`src/txbuf_defines.svh`:
```
`ifndef TXBUF_DEFINES_SVH
`define TXBUF_DEFINES_SVH
`define ADDR_SINGLE_FRAME    8'h34
`define ADDR_TWO_FRAME_EXT   8'h38
`define ADDR_CTRL            8'h00
`define ADDR_STATUS          8'h04
`define ADDR_IF              8'h08
`define ADDR_IEN             8'h0c
`define SINGLE_DATA_MSB      7
`define LO_DATA_LSB          0
`define HI_DATA_LSB          16
`define LO_FLAG_LSB          11
`define HI_FLAG_LSB          27
`define IF_TRANSMIT_OVERFLOW_FLAG_BIT          0
`define IF_DONE_BIT          1
`define IF_W                 2
`define CTRL_TRANSMITTER_ENABLE_BIT        0
`define CTRL_TRI_BIT         1
`define CTRL_RXBLK_BIT       2
`define CTRL_RXEN_BIT        3
`define CTRL_W               4
`define CTRL_RESET           4'h4
`define FRAME_DATA_W         9
`define FLAG_W               5
`define HALF_W               16
`endif

```
`src/txbuf_pkg.sv`:
```
package txbuf_pkg;
    // flags order from msb: rx enable, tx disable, break, tristate, unblock
    typedef struct packed {
        logic       rx_enable_after;
        logic       tx_disable_after;
        logic       send_as_break;
        logic       tristate_after;
        logic       unblock_rx_after;
        logic [8:0] data;
    } frame_t;
    typedef enum logic [1:0] {IDLE, SEND} tx_state_t;
endpackage : txbuf_pkg

```
`src/frame_mem.sv`:
```
`timescale 1ns/1ps
`default_nettype none
module frame_mem #(
    parameter int DEPTH = 4,
    parameter int AW    = 2
) (
    input  wire logic              clk_in,
    input  wire logic              wr_en_in,
    input  wire logic [AW-1:0]     wr_addr_in,
    input  wire txbuf_pkg::frame_t wr_data_in,
    input  wire logic [AW-1:0]     rd_addr_in,
    output var  txbuf_pkg::frame_t rd_data_out
);
    txbuf_pkg::frame_t mem_r [DEPTH];
    always_ff @(posedge clk_in) begin
        if (wr_en_in) begin
            mem_r[wr_addr_in] <= wr_data_in;
        end
        rd_data_out <= mem_r[rd_addr_in];
    end
endmodule : frame_mem
`default_nettype wire

```
`src/usart_tx_buffer_write_port.sv`:
```
`timescale 1ns/1ps
`default_nettype none
`include "txbuf_defines.svh"
// Function
// - single write queues low byte frame
// - single write clears ninth bit, flags
// - extended write queues two flagged frames
// - lower field frame queued first
// - rx enable set after flagged frame
// - tx enable cleared after flagged frame
// - flagged frame sent as break
// - tristate set after flagged frame
// - receive block cleared after flagged frame
// - write when full sets overflow, keeps data
module usart_tx_buffer_write_port #(
    parameter int DEPTH = 4,
    parameter int AW    = 2,
    parameter int FRAME_CYCLES = 10
) (
    input  wire logic        clk_in,
    input  wire logic        rst_b_in,
    input  wire logic [7:0]  addr_in,
    input  wire logic [31:0] wdata_in,
    input  wire logic        wr_in,
    input  wire logic        rd_in,
    output logic      [31:0] rdata_out,
    output logic             irq_out,
    output logic             tx_valid_out,
    output logic      [8:0]  tx_data_out,
    output logic             tx_break_out,
    output logic             transmitter_enable_out,
    output logic             transmit_output_tristate_out,
    output logic             receive_block_out,
    output logic             receiver_enable_out
);
    localparam logic [AW:0] DEPTH_C = (AW+1)'(DEPTH);

    function automatic txbuf_pkg::frame_t unpack(input logic [`HALF_W-1:0] h);
        txbuf_pkg::frame_t f;
        f = '0;
        f.data             = h[`LO_DATA_LSB +: `FRAME_DATA_W];
        {f.rx_enable_after, f.tx_disable_after, f.send_as_break, f.tristate_after,
         f.unblock_rx_after} = h[`LO_FLAG_LSB +: `FLAG_W];
        return f;
    endfunction : unpack

    // room check shared by the enqueue path and the AST_KEEP check; AST_OVF uses is_full instead
    function automatic logic fits(input logic [AW:0] used, input logic two);
        logic [AW+1:0] need;
        need = {1'b0, used} + (two ? (AW+2)'(2) : (AW+2)'(1));
        return (need <= {1'b0, DEPTH_C});
    endfunction : fits

    function automatic logic is_full(input logic [AW:0] used);
        return (used >= DEPTH_C);
    endfunction : is_full

    logic [AW-1:0] wp_r, wp_nxt, rp_r, rp_nxt;
    logic [AW:0]   cnt_r, cnt_nxt;
    logic          pend_r, pend_nxt;
    txbuf_pkg::frame_t pend_f_r, pend_f_nxt;
    txbuf_pkg::frame_t cur_r, cur_nxt, mem_wd, mem_rd;
    logic          mem_we;
    txbuf_pkg::tx_state_t st_r, st_nxt;
    logic [15:0]   tick_r, tick_nxt;
    logic          ld_r, ld_nxt;
    logic [`IF_W-1:0] if_r, if_nxt, ien_r, ien_nxt;
    logic [3:0]    ctrl_r, ctrl_nxt;
    logic [31:0]   rdata_nxt;
    logic          irq_nxt, done;
    logic [8:0]    txd_nxt;
    logic          txv_nxt, txb_nxt;
    logic [15:0]   len_r, len_nxt;

    frame_mem #(.DEPTH(DEPTH), .AW(AW)) u_mem (
        .clk_in      (clk_in),
        .wr_en_in    (mem_we),
        .wr_addr_in  (wp_r),
        .wr_data_in  (mem_wd),
        .rd_addr_in  (rp_r),
        .rd_data_out (mem_rd)
    );

    wire logic wr_single = wr_in && addr_in == `ADDR_SINGLE_FRAME;
    wire logic wr_double = wr_in && addr_in == `ADDR_TWO_FRAME_EXT;

    always_comb begin
        wp_nxt     = wp_r;
        rp_nxt     = rp_r;
        cnt_nxt    = cnt_r;
        pend_nxt   = pend_r;
        pend_f_nxt = pend_f_r;
        cur_nxt    = cur_r;
        st_nxt     = st_r;
        tick_nxt   = tick_r;
        ld_nxt     = 1'b0;
        mem_we     = 1'b0;
        mem_wd     = '0;
        if_nxt     = if_r;
        ien_nxt    = ien_r;
        ctrl_nxt   = ctrl_r;
        done       = 1'b0;
        // engine: take frame, shift FRAME_CYCLES, then apply its actions
        case (st_r)
            txbuf_pkg::IDLE: begin
                if (cnt_r != '0 && ctrl_r[`CTRL_TRANSMITTER_ENABLE_BIT] && !ld_r) begin
                    ld_nxt = 1'b1;
                    rp_nxt = rp_r + AW'(1);
                end
                if (ld_r) begin
                    cur_nxt  = mem_rd;
                    st_nxt   = txbuf_pkg::SEND;
                    tick_nxt = 16'(FRAME_CYCLES - 1);
                end
            end
            txbuf_pkg::SEND: begin
                if (tick_r == '0) begin
                    done   = 1'b1;
                    st_nxt = txbuf_pkg::IDLE;
                    if (cur_r.rx_enable_after)  ctrl_nxt[`CTRL_RXEN_BIT]  = 1'b1;
                    if (cur_r.tx_disable_after) begin
                        ctrl_nxt[`CTRL_TRANSMITTER_ENABLE_BIT] = 1'b0;
                        ctrl_nxt[`CTRL_TRI_BIT]  = 1'b1;
                    end
                    if (cur_r.tristate_after)   ctrl_nxt[`CTRL_TRI_BIT]   = 1'b1;
                    if (cur_r.unblock_rx_after) ctrl_nxt[`CTRL_RXBLK_BIT] = 1'b0;
                end else begin
                    tick_nxt = tick_r - 16'h0001;
                end
            end
            default: st_nxt = txbuf_pkg::IDLE;
        endcase
        // software control write, hardware completion takes priority
        if (wr_in && addr_in == `ADDR_CTRL && !done) ctrl_nxt = wdata_in[`CTRL_W-1:0];
        if (wr_in && addr_in == `ADDR_IEN) ien_nxt = wdata_in[`IF_W-1:0];
        if (wr_in && addr_in == `ADDR_IF) if_nxt = if_nxt & ~wdata_in[`IF_W-1:0];
        // enqueue: upper frame of a double write waits one cycle
        if (pend_r) begin
            mem_we   = 1'b1;
            mem_wd   = pend_f_r;
            pend_nxt = 1'b0;
        end else if (wr_single || wr_double) begin
            if (!fits(cnt_r, wr_double)) begin
                if_nxt[`IF_TRANSMIT_OVERFLOW_FLAG_BIT] = 1'b1;
            end else begin
                mem_we = 1'b1;
                if (wr_single) begin
                    mem_wd = '0;
                    mem_wd.data = {1'b0, wdata_in[`SINGLE_DATA_MSB:0]};
                end else begin
                    mem_wd     = unpack(wdata_in[`LO_DATA_LSB +: `HALF_W]);
                    pend_nxt   = 1'b1;
                    pend_f_nxt = unpack(wdata_in[`HI_DATA_LSB +: `HALF_W]);
                end
            end
        end
        if (mem_we) wp_nxt = wp_r + AW'(1);
        cnt_nxt = cnt_r + (mem_we ? (AW+1)'(1) : '0) - (ld_nxt ? (AW+1)'(1) : '0);
        if (done) if_nxt[`IF_DONE_BIT] = 1'b1;
    end

    always_comb begin
        rdata_nxt = '0;
        if (rd_in) begin
            case (addr_in)
                `ADDR_CTRL:   rdata_nxt = {28'h0, ctrl_r};
                `ADDR_STATUS: rdata_nxt = {29'h0, st_r == txbuf_pkg::SEND, cnt_r != '0, is_full(cnt_r)};
                `ADDR_IF:     rdata_nxt = {30'h0, if_r};
                `ADDR_IEN:    rdata_nxt = {30'h0, ien_r};
                default:      rdata_nxt = '0;
            endcase
        end
        irq_nxt = |(if_nxt & ien_nxt);
        txv_nxt = st_nxt == txbuf_pkg::SEND;
        txd_nxt = cur_nxt.data;
        txb_nxt = cur_nxt.send_as_break;
    end

    // buffer pointers, fill count and held upper frame
    always_ff @(posedge clk_in or negedge rst_b_in) begin
        if (!rst_b_in) begin
            wp_r     <= '0;
            rp_r     <= '0;
            cnt_r    <= '0;
            pend_r   <= 1'b0;
            pend_f_r <= '0;
        end else begin
            wp_r     <= wp_nxt;
            rp_r     <= rp_nxt;
            cnt_r    <= cnt_nxt;
            pend_r   <= pend_nxt;
            pend_f_r <= pend_f_nxt;
        end
    end

    // frame engine
    always_ff @(posedge clk_in or negedge rst_b_in) begin
        if (!rst_b_in) begin
            cur_r  <= '0;
            st_r   <= txbuf_pkg::IDLE;
            tick_r <= '0;
            ld_r   <= 1'b0;
        end else begin
            cur_r  <= cur_nxt;
            st_r   <= st_nxt;
            tick_r <= tick_nxt;
            ld_r   <= ld_nxt;
        end
    end

    // software registers and registered outputs
    always_ff @(posedge clk_in or negedge rst_b_in) begin
        if (!rst_b_in) begin
            if_r         <= '0;
            ien_r        <= '0;
            ctrl_r       <= `CTRL_RESET;
            rdata_out    <= '0;
            irq_out      <= 1'b0;
            tx_valid_out <= 1'b0;
            tx_data_out  <= '0;
            tx_break_out <= 1'b0;
        end else begin
            if_r         <= if_nxt;
            ien_r        <= ien_nxt;
            ctrl_r       <= ctrl_nxt;
            rdata_out    <= rdata_nxt;
            irq_out      <= irq_nxt;
            tx_valid_out <= txv_nxt;
            tx_data_out  <= txd_nxt;
            tx_break_out <= txb_nxt;
        end
    end

    // shift-time counter read only by the assertions
    always_comb begin
        len_nxt = tx_valid_out ? len_r + 16'h0001 : 16'h0000;
    end
    always_ff @(posedge clk_in or negedge rst_b_in) begin
        if (!rst_b_in) begin
            len_r <= '0;
        end else begin
            len_r <= len_nxt;
        end
    end

    assign transmitter_enable_out       = ctrl_r[`CTRL_TRANSMITTER_ENABLE_BIT];
    assign transmit_output_tristate_out = ctrl_r[`CTRL_TRI_BIT];
    assign receive_block_out            = ctrl_r[`CTRL_RXBLK_BIT];
    assign receiver_enable_out          = ctrl_r[`CTRL_RXEN_BIT];

    AST_RXEN: assert property (@(posedge clk_in) disable iff (!rst_b_in)
        done && cur_r.rx_enable_after |=> receiver_enable_out)
        else $error("rx enable missed");

    AST_TXDIS: assert property (@(posedge clk_in) disable iff (!rst_b_in)
        done && cur_r.tx_disable_after |=> !transmitter_enable_out && transmit_output_tristate_out)
        else $error("tx disable missed");

    AST_TRI: assert property (@(posedge clk_in) disable iff (!rst_b_in)
        done && cur_r.tristate_after |=> transmit_output_tristate_out)
        else $error("tristate missed");

    AST_UNBLK: assert property (@(posedge clk_in) disable iff (!rst_b_in)
        done && cur_r.unblock_rx_after |=> !receive_block_out)
        else $error("unblock missed");

    AST_OVF: assert property (@(posedge clk_in) disable iff (!rst_b_in)
        wr_single && !pend_r && !ld_nxt && is_full(cnt_r) |=> if_r[`IF_TRANSMIT_OVERFLOW_FLAG_BIT] && $stable(cnt_r))
        else $error("overflow not flagged");

    AST_KEEP: assert property (@(posedge clk_in) disable iff (!rst_b_in)
        (wr_single || wr_double) && !pend_r && !fits(cnt_r, wr_double) |-> !mem_we)
        else $error("refused frame stored");

    AST_SDATA: assert property (@(posedge clk_in) disable iff (!rst_b_in)
        wr_single && mem_we |-> mem_wd.data[`SINGLE_DATA_MSB:0] == wdata_in[`SINGLE_DATA_MSB:0])
        else $error("single frame data wrong");

    AST_SINGLE: assert property (@(posedge clk_in) disable iff (!rst_b_in)
        wr_single && mem_we |-> mem_wd[13:8] == 6'h00)
        else $error("single frame flags not zero");

    AST_DLOW: assert property (@(posedge clk_in) disable iff (!rst_b_in)
        wr_double && mem_we && !pend_r |->
            mem_wd == {wdata_in[`LO_FLAG_LSB +: `FLAG_W], wdata_in[`LO_DATA_LSB +: `FRAME_DATA_W]})
        else $error("lower frame fields wrong");

    AST_DHIGH: assert property (@(posedge clk_in) disable iff (!rst_b_in)
        wr_double && mem_we && !pend_r |->
            pend_f_nxt == {wdata_in[`HI_FLAG_LSB +: `FLAG_W], wdata_in[`HI_DATA_LSB +: `FRAME_DATA_W]})
        else $error("upper frame fields wrong");

    AST_ORDER: assert property (@(posedge clk_in) disable iff (!rst_b_in)
        wr_double && mem_we && !pend_r |=> pend_r && mem_we)
        else $error("upper frame not queued next");

    AST_BREAK: assert property (@(posedge clk_in) disable iff (!rst_b_in)
        tx_valid_out |-> tx_break_out == cur_r.send_as_break)
        else $error("break flag mismatch");

    AST_HOLD: assert property (@(posedge clk_in) disable iff (!rst_b_in)
        !done && !(wr_in && addr_in == `ADDR_CTRL) |=> $stable(ctrl_r))
        else $error("control changed outside frame completion");

    AST_FRAME_LEN: assert property (@(posedge clk_in) disable iff (!rst_b_in)
        $fell(tx_valid_out) |-> len_r == 16'(FRAME_CYCLES))
        else $error("frame ended at wrong time");

    COV_DOUBLE: cover property (@(posedge clk_in) disable iff (!rst_b_in) wr_double && mem_we);
    COV_OVF: cover property (@(posedge clk_in) disable iff (!rst_b_in) if_nxt[`IF_TRANSMIT_OVERFLOW_FLAG_BIT] && !if_r[`IF_TRANSMIT_OVERFLOW_FLAG_BIT]);
    COV_DONE: cover property (@(posedge clk_in) disable iff (!rst_b_in) done && cur_r.tx_disable_after);
    COV_BREAK: cover property (@(posedge clk_in) disable iff (!rst_b_in) tx_valid_out && tx_break_out);
endmodule : usart_tx_buffer_write_port
`default_nettype wire

```
`config.mk`:
```
export PLATFORM = sky130hd
export DESIGN_NAME = usart_tx_buffer_write_port
export DESIGN_NICKNAME = d
export VERILOG_FILES = /design/src/txbuf_pkg.sv /design/src/frame_mem.sv /design/src/usart_tx_buffer_write_port.sv
export VERILOG_INCLUDE_DIRS = /design/src
export SDC_FILE = /design/constraint.sdc
export NUM_CORES = 1
export LEC_CHECK = 0
export ABC_CLOCK_PERIOD_IN_PS = 2900
export BUFFER_PORTS_ARGS = -buffer_cell sky130_fd_sc_hd__clkbuf_2
export CAP_MARGIN = 20
export CORE_MARGIN = 2
export CORE_UTILIZATION = 53
export CTS_BUF_LIST = sky130_fd_sc_hd__clkbuf_2
export CTS_CLUSTER_DIAMETER = 30
export DETAILED_ROUTE_END_ITERATION = 8
export PLACE_DENSITY = 0.88
export SLEW_MARGIN = 20
export SYNTH_ARGS = -nofsm -noshare
export SYNTH_HDL_FRONTEND = slang
export SYNTH_HIERARCHICAL = 1
export SYNTH_SLANG_ARGS = --single-unit
```
`constraint.sdc`:
```
create_clock -name clk_in -period 2.9 [get_ports clk_in]
set_input_delay 0.29 -clock clk_in [delete_from_list [all_inputs] [get_ports clk_in]]
set_output_delay 0.29 -clock clk_in [all_outputs]
set_load 0.005 [all_outputs]
```
==> run_results.csv <==
group,metric,value,unit
placed_design,place.gp.congestion,0.842,
cts,cts_tree,"done",
placed_design,io_buffer_count,59,
placed_design,post-place-ws,-0.385,ns
synthesis,synth_top_flop_cell,"dfrtp_1",
global_routing,gr-total-overflow,0,
global_routing,grt_max_degree,31,
drt,ant_nets,0,
critical_path,critPathCaptureType,"flop",
worst_hold_path,holdCritPathClass,"in2reg",
drt,wl_per_cell,17.7,µm
layout,n_fill_cell,789,
global_routing,grt_pass1_wl,21100,µm
floorplan,die-width,112,µm
timing,timing.final.crit_share,102,%
placed_design,placed_cell_area,6590,µm²
drt,drc_errors,0,
critical_path,cpMostUsedCell,"ha_2",
drt,vias,4277,
cts,numCtsBuffers,17,
synthesis,synth_cells,473,
timing,setup_viol,1,
critical_path,worst_setup_path_start_kind,"flop",
drt,drt_wl_total,13200,µm
layout,stdcell_area,7280,µm²
timing,max_freq,338,MHz
timing,drv_slew,0,
drt,drt_first_pass_iters,5,
timing,max-slew-margin-rel,38.3,%
global_routing,grt_pass1_vias,4270,
cts,root_buffer,"clkbuf_2",
critical_path,path_max_fanout,2,
timing,setup_tns,-0.0623,ns
cts,clk-insertion-delay-late,0.69,ns
drt,drtIter0Drc,300,
critical_path,worstPathCellList,"ha_2, inv_2, fa_1, nand2b_1, a22o_1, o21a_1, ha_1, inv_1, ha_2, fa_2, xnor2_2, xnor2_1",
timing,finalHoldViolCount,0,
cts,cts_sinks,139,
placed_design,hpwl,8530,µm
layout,syn_to_final_growth,18.2,%
pwr,total_power,5.21,mW
cts,cts_max_path_buffers,2,
floorplan,dieArea,12500,µm²
timing,rsz0062_at_grt,"true",
floorplan,die_h,112,µm
placed_design,placedCellCount,670,
synthesis,synth-seq-area-share,59.9,%
synthesis,syn_avg_cell_area,13.0,µm²
pwr,p_leak,3.36,nW
global_routing,antenna_found_initial,1,
synthesis,synth_warnings,6,
timing,whs,0.0645,ns
floorplan,core.rowCount,39,
synthesis,synth-edff-count,56,
cts,htree_num_levels,4,
timing,min_period,2.96,ns
critical_path,cp_data_arrival_time,3.54,ns
pwr,p_per_area,716,nW/µm²
global_routing,grt_util_all_layers,21.6,%
floorplan,core,11400,µm²
floorplan,io_pins,92,
layout,fin_util,64.0,%
synthesis,synth_area,6160,µm²
timing,finalWorstSetupSlack,-0.0623,ns
critical_path,required,3.48,ns
synthesis,ys_async_sr_fraction,49.6,%
critical_path,crit_type,"reg2reg",
floorplan,initial_utilization,54.2,%
layout,layout.cells.non_filler,743,
cts,clkTransAtPathRegs,0.23,ns
synthesis,ys_ff_latch,139,
drt,viasPerCell,5.76,
critical_path,cp_slowest_cell,"fa_1",
layout,drive_gt1_share,27.7,%
timing,clock-skew-final,0.0382,ns
job,maxCapViolations,0,
layout,fin_nets,637,
critical_path,slowest_delay,0.51,ns
timing,tightest_slew,0.925,ns
pwr,max-vdd-ir-drop,436,µV
outcome,status,"finished, violations left",
synthesis,synth_cell_types,69,
outcome,violations,"setup timing",
-- power breakdown --
group          internal [mW]  switching (mW)  leakage (nW)
Clock                  0.449           0.794         0.164
Combinational          0.702           0.667          1.58
Sequential              2.31           0.291          1.62
-- sequential cells by signal (all words and copies together) (netlist names) --
name	count
u_mem/mem_r	56
tick_r	16
pend_f_r	14
u_mem/rd_data_out	14
tx_data_out	9
ctrl_r	4
cur_r	4
rdata_out	4
cnt_r	3
ien_r	2
if_r	2
rp_r	2
st_r	2
wp_r	2
irq_out	1
ld_r	1
pend_r	1
tx_break_out	1
tx_valid_out	1
-- worst max-delay path: cells and delay by family (launching register included) --
| kind | cells | cell delay [ns] |
|---|---|---|
| AOI/OAI and AO/OA | 2 | 0.46 |
| buffers and inverters | 2 | 0.08 |
| xor gates and xnor gates | 2 | 0.29 |
| DFF | 1 | 0.43 |
| adders and majority gates | 5 | 1.50 |
| and+or+nand+nor | 1 | 0.12 |
-- layer usage --
layer / vias to the layer above / global-route usage, % / wire length [µm]
met5: - / 0 / 0
met4: 0 / 9.30 / 488
met3: 54 / 4.74 / 801
met2: 233 / 38.2 / 6940
met1: 2080 / 25.5 / 4940
li1: 1910 / - / -
-- cells in the final DEF, fill, tap and decap left out, types with 3 or more instances in the layout --
cell type,count
buf_12,5
dfxtp_1,14
o31ai_1,3
or3_1,4
nor4_1,6
buf_4,21
dfrtp_1,68
edfxtp_1,56
nor2b_1,3
clkbuf_2,75
a22o_1,15
inv_1,13
conb_1,29
ha_1,3
xnor2_1,4
o21ai_0,6
nor2_1,20
mux4_1,4
inv_8,4
a41o_1,3
mux2_2,15
and3b_1,3
nand2_1,61
dlygate4sd3_1,33
mux2i_1,9
xor2_1,3
nand2b_1,5
nor3_1,9
inv_6,5
nand4_1,4
a21oi_1,9
mux4_2,10
nand3_1,13
a31oi_1,4
-- what timing repair did --
| item | in CTS | in global routing |
|---|---|---|
| hold buffers | 33 | 0 |
| buffers inserted | 4 | 3 |
| endpoints found under the setup margin | 3 | 33 |
| endpoints found under the hold margin | 100 | 0 |
| pin swaps | 7 | 6 |
| cloned | 0 | 0 |
| resized for setup | 5 | 1 |
-- final timing paths --
kind                                 startpoint        endpoint  slack, ns  cells after the start
setup / recovery                       cnt_r[0]        cnt_r[2]      -0.06                     12
hold / removal                       addr_in[7]    rdata_out[0]       0.06                      5
setup reg to reg                       cnt_r[0]        cnt_r[2]      -0.06                     12
hold reg to reg            u_mem/rd_data_out[3]  tx_data_out[3]       0.40                      2
max in group asynchronous              rst_b_in    rdata_out[3]       1.99                      3
min in group asynchronous              rst_b_in  tx_data_out[3]       0.15                      2
-- cell type report --
type                    instances  area (µm²)  share of cell area (%)
flip-flops and latches        139        3690                    50.7
well taps                     143         179                    2.46
inverters                      14        52.6                   0.722
repair buffers                118         883                    12.1
diodes                          1        2.50                  0.0344
clock buffers                  17        85.1                    1.17
clock inverters                15         198                    2.71
multi-input cells             296        2190                    30.1
-- cell usage after synthesis (all sizes together) (12+ instances only) --
| library cell | count | share of area [%] |
|---|---|---|
| buf | 45 | 5.7 |
| nor3 | 12 | 1.2 |
| dfrtp | 68 | 28 |
| nand2 | 62 | 3.8 |
| nand3 | 14 | 1.1 |
| edfxtp | 56 | 27 |
| inv | 14 | 0.85 |
| dfxtp | 14 | 4.6 |
| a22o | 15 | 2.1 |
| nor2 | 20 | 1.2 |
| mux4 | 14 | 5.4 |
| mux2 | 15 | 2.7 |
-- logic make-up after synthesis --
kind of cell    share of synthesized area, %
mux                                     9.57
buf+inv                                 7.01
simple gates                            13.4
xor+xnor                                1.14
flops                                   59.9
fa+ha+maj                               1.67
compound gates                          7.23
other cells                           0.0609
(Power assumes the default switching activity.)
